File: src/hw/acc_pkg.sv
package acc_pkg;

   // Clock rate of pclk
   localparam int unsigned PCLK_MHZ = 250;

   // Register byte offsets
   localparam logic [7:0] OFF_CTRL0   = 8'h00;  // converter_control_zero
   localparam logic [7:0] OFF_CTRL1   = 8'h04;  // converter_control_one
   localparam logic [7:0] OFF_CTRL2   = 8'h08;  // converter_control_two
   localparam logic [7:0] OFF_RES_HI  = 8'h0c;  // conversion_result_high
   localparam logic [7:0] OFF_RES_LO  = 8'h10;  // conversion_result_low
   localparam logic [7:0] OFF_FLAGS   = 8'h14;  // peripheral_interrupt_flags_one
   localparam logic [7:0] OFF_ENABLES = 8'h18;  // peripheral_interrupt_enables_one
   localparam logic [7:0] OFF_PRIO    = 8'h1c;  // peripheral_interrupt_priority_one
   localparam logic [7:0] OFF_PORT    = 8'h20;  // Port read view of the channel pins

   // Field positions
   localparam int CTRL0_EN      = 0;  // converter_enable
   localparam int CTRL0_GO      = 1;  // Conversion run flag
   localparam int CTRL0_CHS     = 2;  // channel_select, 4 bits
   localparam int CTRL1_PCFG    = 0;  // port_analog_config, 4 bits
   localparam int CTRL1_VCFG    = 4;  // Reference select, 2 bits
   localparam int CTRL2_ADCS    = 0;  // conversion_clock_select, 3 bits
   localparam int CTRL2_ACQT    = 3;  // acquisition_time_select, 3 bits
   localparam int CTRL2_ADFM    = 7;  // Result right justify
   localparam int FLAGS_DONE    = 6;  // conversion_done_flag

   // Reset values
   localparam logic [3:0] PCFG_RST_ANALOG  = 4'h0;
   localparam logic [3:0] PCFG_RST_DIGITAL = 4'h7;
   localparam logic [2:0] ACQT_RST         = 3'h0;

   // Sequencing constants
   localparam logic [4:0] WAIT_TAD     = 5'h02;  // Gap after complete or abort
   localparam logic [4:0] CONV_TAD     = 5'h0b;  // Bit periods per conversion
   localparam int unsigned INSTR_NS    = 16;     // One instruction cycle, ns
   localparam logic [2:0] INSTR_CYC    = 3'((INSTR_NS * PCLK_MHZ + 999) / 1000);
   localparam logic [3:0] TRIG_MODE    = 4'hb;   // Compare mode with event trigger
   localparam int         NUM_CH       = 13;     // Channel pins

   // Sequencer states
   typedef enum logic [2:0] {
      ST_OFF   = 3'b000,
      ST_WAIT  = 3'b001,
      ST_TRACK = 3'b010,
      ST_ACQ   = 3'b011,
      ST_DELAY = 3'b100,
      ST_CONV  = 3'b101
   } acc_state_t;

   // Controls toward the analog front end
   typedef struct packed {
      logic       sample_en;
      logic       discharge;
      logic       convert;
      logic [3:0] channel;
      logic [9:0] dac_code;
   } acc_ana_t;

endpackage : acc_pkg

File: src/hw/acc_tad_gen.sv
`timescale 1ns/100ps
module acc_tad_gen (
   // Clock and reset
   input  wire  logic       pclk,
   input  wire  logic       presetn,
   // Control
   input  wire  logic [2:0] clk_sel,
   input  wire  logic       restart,
   // Internal RC source pin
   input  wire  logic       rc_clk,
   // Bit period tick
   output logic             tad_tick
);
   import acc_pkg::*;

   logic       rc_s1;   // First stage, read only by rc_s2
   logic       rc_s2;   // Synchronised RC level
   logic       rc_s3;   // Previous level for edge detect
   logic [5:0] div_cnt; // Oscillator period counter

   // Exponent of the divide ratio from the select code
   function automatic logic [2:0] div_exp(input logic [2:0] sel);
      div_exp = 3'(1 + sel[2] + 2 * sel[1:0]);
   endfunction : div_exp

   // RC source crossing, two flops then edge register
   always_ff @(posedge pclk or negedge presetn) begin
      if (!presetn) begin
         rc_s1 <= 1'b0;
         rc_s2 <= 1'b0;
         rc_s3 <= 1'b0;
      end else begin
         rc_s1 <= rc_clk;
         rc_s2 <= rc_s1;
         rc_s3 <= rc_s2;
      end
   end

   // Divider; restart realigns so the first period is whole
   always_ff @(posedge pclk or negedge presetn) begin
      if (!presetn) begin
         div_cnt  <= 6'h00;
         tad_tick <= 1'b0;
      end else if (clk_sel[1:0] == 2'b11) begin
         // RC source: one tick per rising edge
         div_cnt  <= 6'h00;
         tad_tick <= rc_s2 & ~rc_s3;
      end else if (restart) begin
         // The state change edge is already the first cycle of the period;
         // starting at zero would stretch every first period by one pclk
         div_cnt  <= 6'h01;
         tad_tick <= 1'b0;
      end else if (div_cnt == 6'((7'h01 << div_exp(clk_sel)) - 7'h01)) begin
         div_cnt  <= 6'h00;
         tad_tick <= 1'b1;
      end else begin
         div_cnt  <= div_cnt + 6'h01;
         tad_tick <= 1'b0;
      end
   end

endmodule : acc_tad_gen

File: src/hw/acc_conv_ctrl.sv
// What this block does
// - Sequence ignores channel and direction settings
// - Port read gives zero on analog pins
// - Digital-configured pins still convert when selected
// - Strap picks analog or digital config reset
// - Manual acquisition starts conversion one instruction later
// - Code 010 acquires four bit periods first
// - Clearing run flag aborts conversion at once
// - Abort leaves result pair untouched
// - Two bit periods wait, then acquisition resumes
// - Sampling array discharged before every sample
// - Compare trigger sets run flag when enabled
// - Every trigger clears the timer counter
// - Disabled converter ignores trigger, timer still clears
// - Completion clears run, sets done, resamples
// - Acquisition select gives 2 to 20 periods
// - Conversion lasts eleven bit periods
// - Clock select picks divide ratio or RC
//
// The APB register port and the register offsets are this design's own decisions.
`timescale 1ns/100ps
module acc_conv_ctrl (
   // Clock and reset
   input  wire  logic             pclk,
   input  wire  logic             presetn,
   // APB slave
   input  wire  logic             psel,
   input  wire  logic             penable,
   input  wire  logic             pwrite,
   input  wire  logic [7:0]       paddr,
   input  wire  logic [31:0]      pwdata,
   output logic       [31:0]      prdata,
   output logic                   pready,
   output logic                   pslverr,
   // Pins and straps
   input  wire  logic [12:0]      port_pin,
   input  wire  logic             rc_clk,
   input  wire  logic             portb_analog_default,
   // Compare unit two
   input  wire  logic [3:0]       compare_mode_field,
   input  wire  logic             special_event,
   output logic                   timer_clear,
   // Analog front end
   input  wire  logic             cmp_result,
   output acc_pkg::acc_ana_t      ana
);
   import acc_pkg::*;

   // Register state
   logic        enable;        // converter_enable
   logic        go;            // Conversion run flag
   logic [3:0]  chs;           // channel_select
   logic [3:0]  pcfg;          // port_analog_config
   logic [1:0]  vcfg;          // Reference select, storage only
   logic        adfm;          // Right justify result
   logic [2:0]  acqt;          // acquisition_time_select
   logic [2:0]  adcs;          // conversion_clock_select
   logic [7:0]  res_hi;        // Result high byte
   logic [7:0]  res_lo;        // Result low byte
   logic        done_flag;     // conversion_done_flag
   logic [7:0]  ie_reg;        // Enables, storage only
   logic [7:0]  ip_reg;        // Priorities, storage only

   // Sequencer state
   acc_state_t  state;
   acc_state_t  next_state;
   logic [4:0]  tad_cnt;       // Bit periods spent in the state
   logic [2:0]  dly_cnt;       // pclk cycles in the instruction delay
   logic [9:0]  sar;           // Trial code
   logic [9:0]  mask;          // Bit under trial
   logic        tad_tick;      // One pulse per bit period
   logic        complete;      // Last bit decided this cycle
   logic        abort;         // Run flag dropped mid sequence
   logic        trig_go;       // Trigger accepted

   // Synchronisers and strap capture
   logic [12:0] pin_s1;        // First stage, read only by pin_s2
   logic [12:0] pin_s2;
   logic        strap_s1;      // First stage, read only by strap_s2
   logic        strap_s2;
   logic [1:0]  init_cnt;      // Cycles since reset release

   // Bus decode
   logic        wr_en;
   logic        rd_setup;
   logic [31:0] rd_mux;
   logic        rd_hit;
   logic [9:0]  final_code;

   // Channels treated as analog for a given config code
   function automatic logic [12:0] analog_mask(input logic [3:0] cfg);
      analog_mask = 13'h0000;
      for (int i = 0; i < NUM_CH; i++) begin
         analog_mask[i] = (i + int'(cfg)) < 15;
      end
   endfunction : analog_mask

   // Automatic acquisition length in bit periods, zero is manual
   function automatic logic [4:0] acq_len(input logic [2:0] code);
      case (code)
         3'h0:    acq_len = 5'h00;
         3'h1:    acq_len = 5'h02;
         3'h2:    acq_len = 5'h04;
         3'h3:    acq_len = 5'h06;
         3'h4:    acq_len = 5'h08;
         3'h5:    acq_len = 5'h0c;
         3'h6:    acq_len = 5'h10;
         default: acq_len = 5'h14;
      endcase
   endfunction : acq_len

   // Bit period source; divider realigned on each sequencer step, RC edges are not
   acc_tad_gen u_tad (
      .pclk     (pclk),
      .presetn  (presetn),
      .clk_sel  (adcs),
      .restart  (next_state != state),
      .rc_clk   (rc_clk),
      .tad_tick (tad_tick)
   );

   assign wr_en      = psel & penable & pready & pwrite;
   assign rd_setup   = psel & ~penable;
   assign trig_go    = special_event & enable & (compare_mode_field == TRIG_MODE);
   assign abort      = !go && (state == ST_ACQ || state == ST_DELAY || state == ST_CONV);
   assign complete   = go && state == ST_CONV && tad_tick && tad_cnt == CONV_TAD - 5'h01;
   assign final_code = cmp_result ? sar : (sar & ~mask);

   // Pin and strap synchronisers
   always_ff @(posedge pclk or negedge presetn) begin
      if (!presetn) begin
         pin_s1   <= 13'h0000;
         pin_s2   <= 13'h0000;
         strap_s1 <= 1'b0;
         strap_s2 <= 1'b0;
      end else begin
         pin_s1   <= port_pin;
         pin_s2   <= pin_s1;
         strap_s1 <= portb_analog_default;
         strap_s2 <= strap_s1;
      end
   end

   // Next state; channel and pin direction play no part here
   always_comb begin
      next_state = state;
      case (state)
         ST_OFF:   if (enable) next_state = ST_WAIT;
         ST_WAIT:  if (tad_tick && tad_cnt == WAIT_TAD - 5'h01) next_state = ST_TRACK;
         ST_TRACK: begin
            if (go && acqt == ACQT_RST) next_state = ST_DELAY;
            else if (go) next_state = ST_ACQ;
         end
         ST_ACQ:   if (tad_tick && tad_cnt == acq_len(acqt) - 5'h01) next_state = ST_CONV;
         ST_DELAY: if (dly_cnt == INSTR_CYC - 3'h1) next_state = ST_CONV;
         ST_CONV:  if (complete) next_state = ST_WAIT;
         default:  next_state = ST_OFF;
      endcase
      // Abort goes straight to the wait gap
      if (abort) next_state = ST_WAIT;
      // Disable overrides everything
      if (!enable) next_state = ST_OFF;
   end

   // State and counters
   always_ff @(posedge pclk or negedge presetn) begin
      if (!presetn) begin
         state   <= ST_OFF;
         tad_cnt <= 5'h00;
         dly_cnt <= 3'h0;
      end else begin
         state   <= next_state;
         tad_cnt <= (next_state != state) ? 5'h00 : tad_cnt + 5'(tad_tick);
         dly_cnt <= (next_state != state) ? 3'h0 : dly_cnt + 3'h1;
      end
   end

   // Successive approximation, first period sets up the top trial
   always_ff @(posedge pclk or negedge presetn) begin
      if (!presetn) begin
         sar  <= 10'h000;
         mask <= 10'h000;
      end else if (state == ST_CONV && tad_tick) begin
         if (tad_cnt == 5'h00) begin
            sar  <= 10'h200;
            mask <= 10'h200;
         end else begin
            sar  <= final_code | (mask >> 1);
            mask <= mask >> 1;
         end
      end else if (state != ST_CONV) begin
         sar  <= 10'h000;
         mask <= 10'h000;
      end
   end

   // Front end strobes track the state register exactly; channel and trial code follow chs and sar a cycle late
   always_ff @(posedge pclk or negedge presetn) begin
      if (!presetn) begin
         ana <= '0;
      end else begin
         ana.sample_en <= next_state == ST_TRACK || next_state == ST_ACQ;
         ana.discharge <= next_state == ST_WAIT;
         ana.convert   <= next_state == ST_CONV;
         ana.channel   <= chs;
         ana.dac_code  <= sar;
      end
   end

   // Timer clear on every trigger, enabled or not
   always_ff @(posedge pclk or negedge presetn) begin
      if (!presetn) timer_clear <= 1'b0;
      else          timer_clear <= special_event;
   end

   // Run flag: trigger set beats every clear, software set beats done
   always_ff @(posedge pclk or negedge presetn) begin
      if (!presetn) begin
         go     <= 1'b0;
         enable <= 1'b0;
         chs    <= 4'h0;
      end else begin
         if (trig_go) go <= 1'b1;
         else if (wr_en && paddr == OFF_CTRL0) go <= pwdata[CTRL0_GO];
         else if (complete || !enable) go <= 1'b0;
         if (wr_en && paddr == OFF_CTRL0) begin
            enable <= pwdata[CTRL0_EN];
            chs    <= pwdata[CTRL0_CHS +: 4];
         end
      end
   end

   // Config registers; port config loads from the strap once it settles
   always_ff @(posedge pclk or negedge presetn) begin
      if (!presetn) begin
         pcfg     <= PCFG_RST_ANALOG;
         vcfg     <= 2'h0;
         adfm     <= 1'b0;
         acqt     <= ACQT_RST;
         adcs     <= 3'h0;
         ie_reg   <= 8'h00;
         ip_reg   <= 8'h00;
         init_cnt <= 2'h0;
      end else begin
         if (init_cnt != 2'h3) begin
            init_cnt <= init_cnt + 2'h1;
            pcfg     <= strap_s2 ? PCFG_RST_ANALOG : PCFG_RST_DIGITAL;
         end else if (wr_en && paddr == OFF_CTRL1) begin
            pcfg <= pwdata[CTRL1_PCFG +: 4];
            vcfg <= pwdata[CTRL1_VCFG +: 2];
         end
         if (wr_en && paddr == OFF_CTRL2) begin
            adfm <= pwdata[CTRL2_ADFM];
            acqt <= pwdata[CTRL2_ACQT +: 3];
            adcs <= pwdata[CTRL2_ADCS +: 3];
         end
         if (wr_en && paddr == OFF_ENABLES) ie_reg <= pwdata[7:0];
         if (wr_en && paddr == OFF_PRIO)    ip_reg <= pwdata[7:0];
      end
   end

   // Result pair: only completion or software writes change it
   always_ff @(posedge pclk or negedge presetn) begin
      if (!presetn) begin
         res_hi <= 8'h00;
         res_lo <= 8'h00;
      end else if (complete) begin
         res_hi <= adfm ? {6'h00, final_code[9:8]} : final_code[9:2];
         res_lo <= adfm ? final_code[7:0] : {final_code[1:0], 6'h00};
      end else begin
         if (wr_en && paddr == OFF_RES_HI) res_hi <= pwdata[7:0];
         if (wr_en && paddr == OFF_RES_LO) res_lo <= pwdata[7:0];
      end
   end

   // Done flag: hardware set wins over a software clear
   always_ff @(posedge pclk or negedge presetn) begin
      if (!presetn) done_flag <= 1'b0;
      else if (complete) done_flag <= 1'b1;
      else if (wr_en && paddr == OFF_FLAGS) done_flag <= pwdata[FLAGS_DONE];
   end

   // Read mux; unmapped addresses answer zero with an error
   always_comb begin
      rd_mux = 32'h0000_0000;
      rd_hit = 1'b1;
      if (paddr == OFF_CTRL0) rd_mux = {26'h0, chs, go, enable};
      else if (paddr == OFF_CTRL1) rd_mux = {26'h0, vcfg, pcfg};
      else if (paddr == OFF_CTRL2) rd_mux = {24'h0, adfm, 1'b0, acqt, adcs};
      else if (paddr == OFF_RES_HI) rd_mux = {24'h0, res_hi};
      else if (paddr == OFF_RES_LO) rd_mux = {24'h0, res_lo};
      else if (paddr == OFF_FLAGS) rd_mux = {25'h0, done_flag, 6'h00};
      else if (paddr == OFF_ENABLES) rd_mux = {24'h0, ie_reg};
      else if (paddr == OFF_PRIO) rd_mux = {24'h0, ip_reg};
      else if (paddr == OFF_PORT) rd_mux = {19'h0, pin_s2 & ~analog_mask(pcfg)};
      else rd_hit = 1'b0;
   end

   // APB answer: one wait-free access phase per transfer
   always_ff @(posedge pclk or negedge presetn) begin
      if (!presetn) begin
         pready  <= 1'b0;
         pslverr <= 1'b0;
         prdata  <= 32'h0000_0000;
      end else begin
         pready  <= rd_setup;
         pslverr <= rd_setup & ~rd_hit;
         if (rd_setup && !pwrite) prdata <= rd_mux;
      end
   end

   // Checks
   done_set_a: assert property (@(posedge pclk) disable iff (!presetn)
      complete && !trig_go |=> done_flag && !go && state == ST_WAIT)
      else $error("completion did not set done and clear run");
   keep_res_a: assert property (@(posedge pclk) disable iff (!presetn)
      abort && !(wr_en && (paddr == OFF_RES_HI || paddr == OFF_RES_LO))
      |=> $stable(res_hi) && $stable(res_lo))
      else $error("abort changed the result pair");
   abort_now_a: assert property (@(posedge pclk) disable iff (!presetn)
      state == ST_CONV && !go && enable |=> state == ST_WAIT)
      else $error("cleared run flag did not abort");
   wait_two_a: assert property (@(posedge pclk) disable iff (!presetn)
      $rose(state == ST_WAIT) && enable |-> state == ST_WAIT [*2] ##0 tad_cnt < WAIT_TAD)
      else $error("wait gap too short");
   disch_a: assert property (@(posedge pclk) disable iff (!presetn)
      state == ST_TRACK && $past(state) != ST_TRACK |-> $past(ana.discharge))
      else $error("sample without discharge");
   trig_set_a: assert property (@(posedge pclk) disable iff (!presetn)
      trig_go |=> go)
      else $error("trigger did not set run flag");
   timer_clr_a: assert property (@(posedge pclk) disable iff (!presetn)
      special_event |=> timer_clear)
      else $error("trigger did not clear timer");
   ignore_a: assert property (@(posedge pclk) disable iff (!presetn)
      special_event && !enable && !wr_en |=> !go || $past(go))
      else $error("disabled converter took trigger");
   manual_a: assert property (@(posedge pclk) disable iff (!presetn)
      state == ST_TRACK && go && enable && acqt == ACQT_RST
      |=> state == ST_DELAY [*4] ##1 (state == ST_CONV || !go || !enable))
      else $error("manual start not one instruction late");
   acq_four_a: assert property (@(posedge pclk) disable iff (!presetn)
      state == ST_ACQ && tad_tick && tad_cnt == 5'h03 && acqt == 3'h2 && go && enable
      |=> state == ST_CONV)
      else $error("acquisition of four periods not honoured");
   conv_len_a: assert property (@(posedge pclk) disable iff (!presetn)
      complete |-> mask == 10'h001 && state == ST_CONV)
      else $error("conversion length wrong");

endmodule : acc_conv_ctrl

File: config.mk
export PLATFORM = sky130hd
export DESIGN_NAME = acc_conv_ctrl
export DESIGN_NICKNAME = d
export VERILOG_FILES = /design/src/hw/acc_pkg.sv /design/src/hw/acc_tad_gen.sv /design/src/hw/acc_conv_ctrl.sv
export SDC_FILE = /design/constraint.sdc
export NUM_CORES = 1
export LEC_CHECK = 0
export BUFFER_PORTS_ARGS = -buffer_cell sky130_fd_sc_hd__clkbuf_2
export CORE_ASPECT_RATIO = 0.5
export CORE_MARGIN = 2
export CORE_UTILIZATION = 55
export DETAILED_ROUTE_END_ITERATION = 16
export HOLD_SLACK_MARGIN = 0.06
export PLACE_DENSITY = 0.74
export SLEW_MARGIN = 25
export SYNTH_ARGS = -nofsm -noshare
export SYNTH_HDL_FRONTEND = slang
export SYNTH_SLANG_ARGS = --single-unit
File: constraint.sdc
create_clock -name pclk -period 2.9 [get_ports pclk]
set_input_delay 0.29 -clock pclk [delete_from_list [all_inputs] [get_ports pclk]]
set_output_delay 0.29 -clock pclk [all_outputs]
set_load 0.03 [all_outputs]
==> results.md <==
* Status: finished, final reports clean
* Most common flop cell mapped by yosys: dfrtp_1
* Gr ovfl total at 0
* CTS clk-pin slew, worst paths at 0.06 ns
* Drt pass-1 iters at 5
* Most used cell, CP: nand2_1
* Crit path DAT at 2.92 ns
* Clock share of power at 43.8%
* Chip height at 87.4 um
* Routed WL at 18400 um
* Synth Warn # at 0
* P_sw at 1.41 mW
* Combinational Power Share at 11.1%
* Initial antenna violation count at 0
* First-pass GRT wire length at 29600 um
* Most flops, register: ana
* Max Transition Viols Final at 0
* Max FFs per register at 17
* Hold slack at 0.0853 ns
* Core ar. at 0.0136 mm2
* Htree depth at 4
* Post-Place Cells at 955
* Port bufs at 74
* Vias in the first global route at 5553
* Antenna-violating nets left at 0
* Post-synthesis area per instance at 10.6 um2
* Max Clock Freq at 382 MHz
* Power consumption at 5.29 mW
* I/O pin count at 118
* CTS sink count at 156
* Area Growth Syn to Fin at 16.1%
* Worst Hold Class: input port to flip-flop
* Relative slew slack at 50.9%
* Die Area at 0.0149 mm2
* Die Wd at 171 um
* Pwr dens at 595 mW/mm2
* Ys async rst share at 100%
* Switch share at 26.7%
* Measured slew at the worst slew-check pin at 0.736 ns
* Post-synthesis cell type count at 75
* Gate count of the mapped netlist at 721
* Fin nets at 881
* # rows at 30
* Largest stage delay, worst path at 0.59 ns
* Clk_lat worst skew at 0.42 ns
* Post-synth EDFFs at 0
* Final hold vios at 0
* # Max-Cap Violations at 0
* Worst vdd ir at 0.401 mV
* Final non-filler cell total at 1003
* CP cell instances: and2_1 > nand2_1 > ha_1 > xnor2_1 > nand2_1 > a311oi_1 > o211ai_1 > nand2b_1 > nor3_2
* DRT iter0 DRCs at 445
* #FFs+latches synth at 156
* DRC viols at 0
* Most frequent cells in the layout: dfrtp_1 (156), clkbuf_2 (73), nand2_1 (59)
* Setup tns final at 0 ns
* Share of cells above drive strength 1 at 22.7%
* RSZ-0062 raised after global routing: no
* Final Skew at 0.0100 ns
* Tcrit/Tclk final at 90.4%
* CTS tree: yes
* Mapped cell area at 0.00765 mm2
* Detailed-route via count at 5925
* DP HPWL at 12900 um
* CP max FO at 12
* Setup-failing EPs final at 0
* Total CTS buffers at 17
* Internal at 3.88 mW
* WP data required at 3.20 ns
* Number of diodes at 0
* Fin crit period at 2.62 ns
* Crit Path Category: flip-flop to flip-flop
* Design area at 0.00889 mm2
* CTS Root Cell: clkbuf_16
* Crit end category: flip-flop
* Via density at 5.91
* Lkg Pwr at 3.99 nW
* Sequential share of power at 45.1%
* Clock Tree Buf Depth at 2
* Largest net degree at the start of global routing at 83
* DR WL/cell at 18.4 um
* Routability congestion estimate at 0.976
* Aggregate global-route resource usage at 26.1%
* Area after DPL at 0.00811 mm2
* Critical path's slowest cell: dfrtp_1
* Commonest non-fill, non-tap cell in the layout: dfrtp_1
* Sequential share of the synthesized area at 51.0%
* Initial Util at 56.3%
* Crit start category: flip-flop
power groups by stage:
stage	logic [mW]	clock network, mW	registers (mW)
CTS	0.589	2.33	2.39
detailed placement	0.566	0	2.42
floorplan	0.413	0	2.40
finish	0.587	2.32	2.39
global placement	0.547	0	2.42
global route	0.657	2.45	2.40
per-layer routing:
layer  wire (um)  up-vias  track usage [%]
met1        8280     2888             36.2
met2        8200      271             39.8
met5           0        -             2.01
met4         325        0             7.55
li1            -     2731                -
met3        1630       35             7.86
area by class of cell:
type                    instances  area (um2)
clock inverters                14         184
repair buffers                103         649
fillers                      1062        4700
clock buffers                  17         425
well taps                     192         240
flip-flops and latches        156        3900
inverters                      20        75.1
multi-input cells             501        3410
timing repair:
item	CTS	global route
endpoints found under the hold margin	96	0
setup buffers	0	0
gates resized for setup	0	0
setup endpoints to repair	0	0
hold buffers	17	0
synth_stat cells (all sizes together), types with 4 or more instances:
cell type,number,area (um2)
ha,16,200
dfrtp,156,3900
a21oi,35,175
nand2b,15,93.8
o22ai,5,31.3
a22o,13,114
nor2b,9,56.3
buf,35,234
a311oi,4,41.3
mux2i,23,230
o21ai,46,234
and3,8,53.8
xnor2,7,61.3
clkbuf,27,103
nand2,61,234
nand3,30,155
a21boi,9,67.6
o211ai,11,87.6
and2,4,25.0
nand3b,8,60.1
inv,20,75.1
a211oi,7,57.6
mux2,35,394
xor2,10,87.6
nand4,5,31.3
nor2,45,210
a31oi,14,87.6
a221o,6,60.1
nor3,13,101
o31ai,6,45.0
kinds of logic after synthesis:
logic type / Yosys count / share of synthesized area [%]
mux: 59 / 8.45
flops: 156 / 51.0
compound gates: 177 / 15.5
fa+ha+maj: 16 / 2.62
xor+xnor: 17 / 1.95
other cells: 1 / 0.0490
simple gates: 213 / 15.0
buf+inv: 82 / 5.38
worst max-delay path: cells and delay by family (launching register included):
family	cells	cell delay, ns
and+or+nand+nor	5	0.93
DFF	1	0.59
AOI/OAI and AO/OA	2	0.47
adders and majority gates	1	0.27
xor gates and xnor gates	1	0.23
stage by stage:
stage / utilization, % / setup slack (ns)
after CTS: 65.4 / 0.287
final: 65.4 / 0.279
after global routing: 65.4 / 0.0827
after floorplan: - / 0.622
after detailed placement: 59.7 / 0.323
after global placement: 59.6 / 0.481
path summary, 6_finish.rpt:
check	start	to	slack (ns)	cells past startpoint
worst max-delay path	adcs[0]	u_tad.div_cnt[3]	0.28	9
min in group asynchronous	presetn	ana[2]	0.46	2
worst min register to register	pin_s1[9]	pin_s2[9]	0.35	0
worst max register to register	adcs[0]	u_tad.div_cnt[3]	0.28	9
worst min-delay path	penable	pready	0.09	2
max in group asynchronous	presetn	pin_s1[9]	1.62	3
Power figures use the tool's default switching activity.
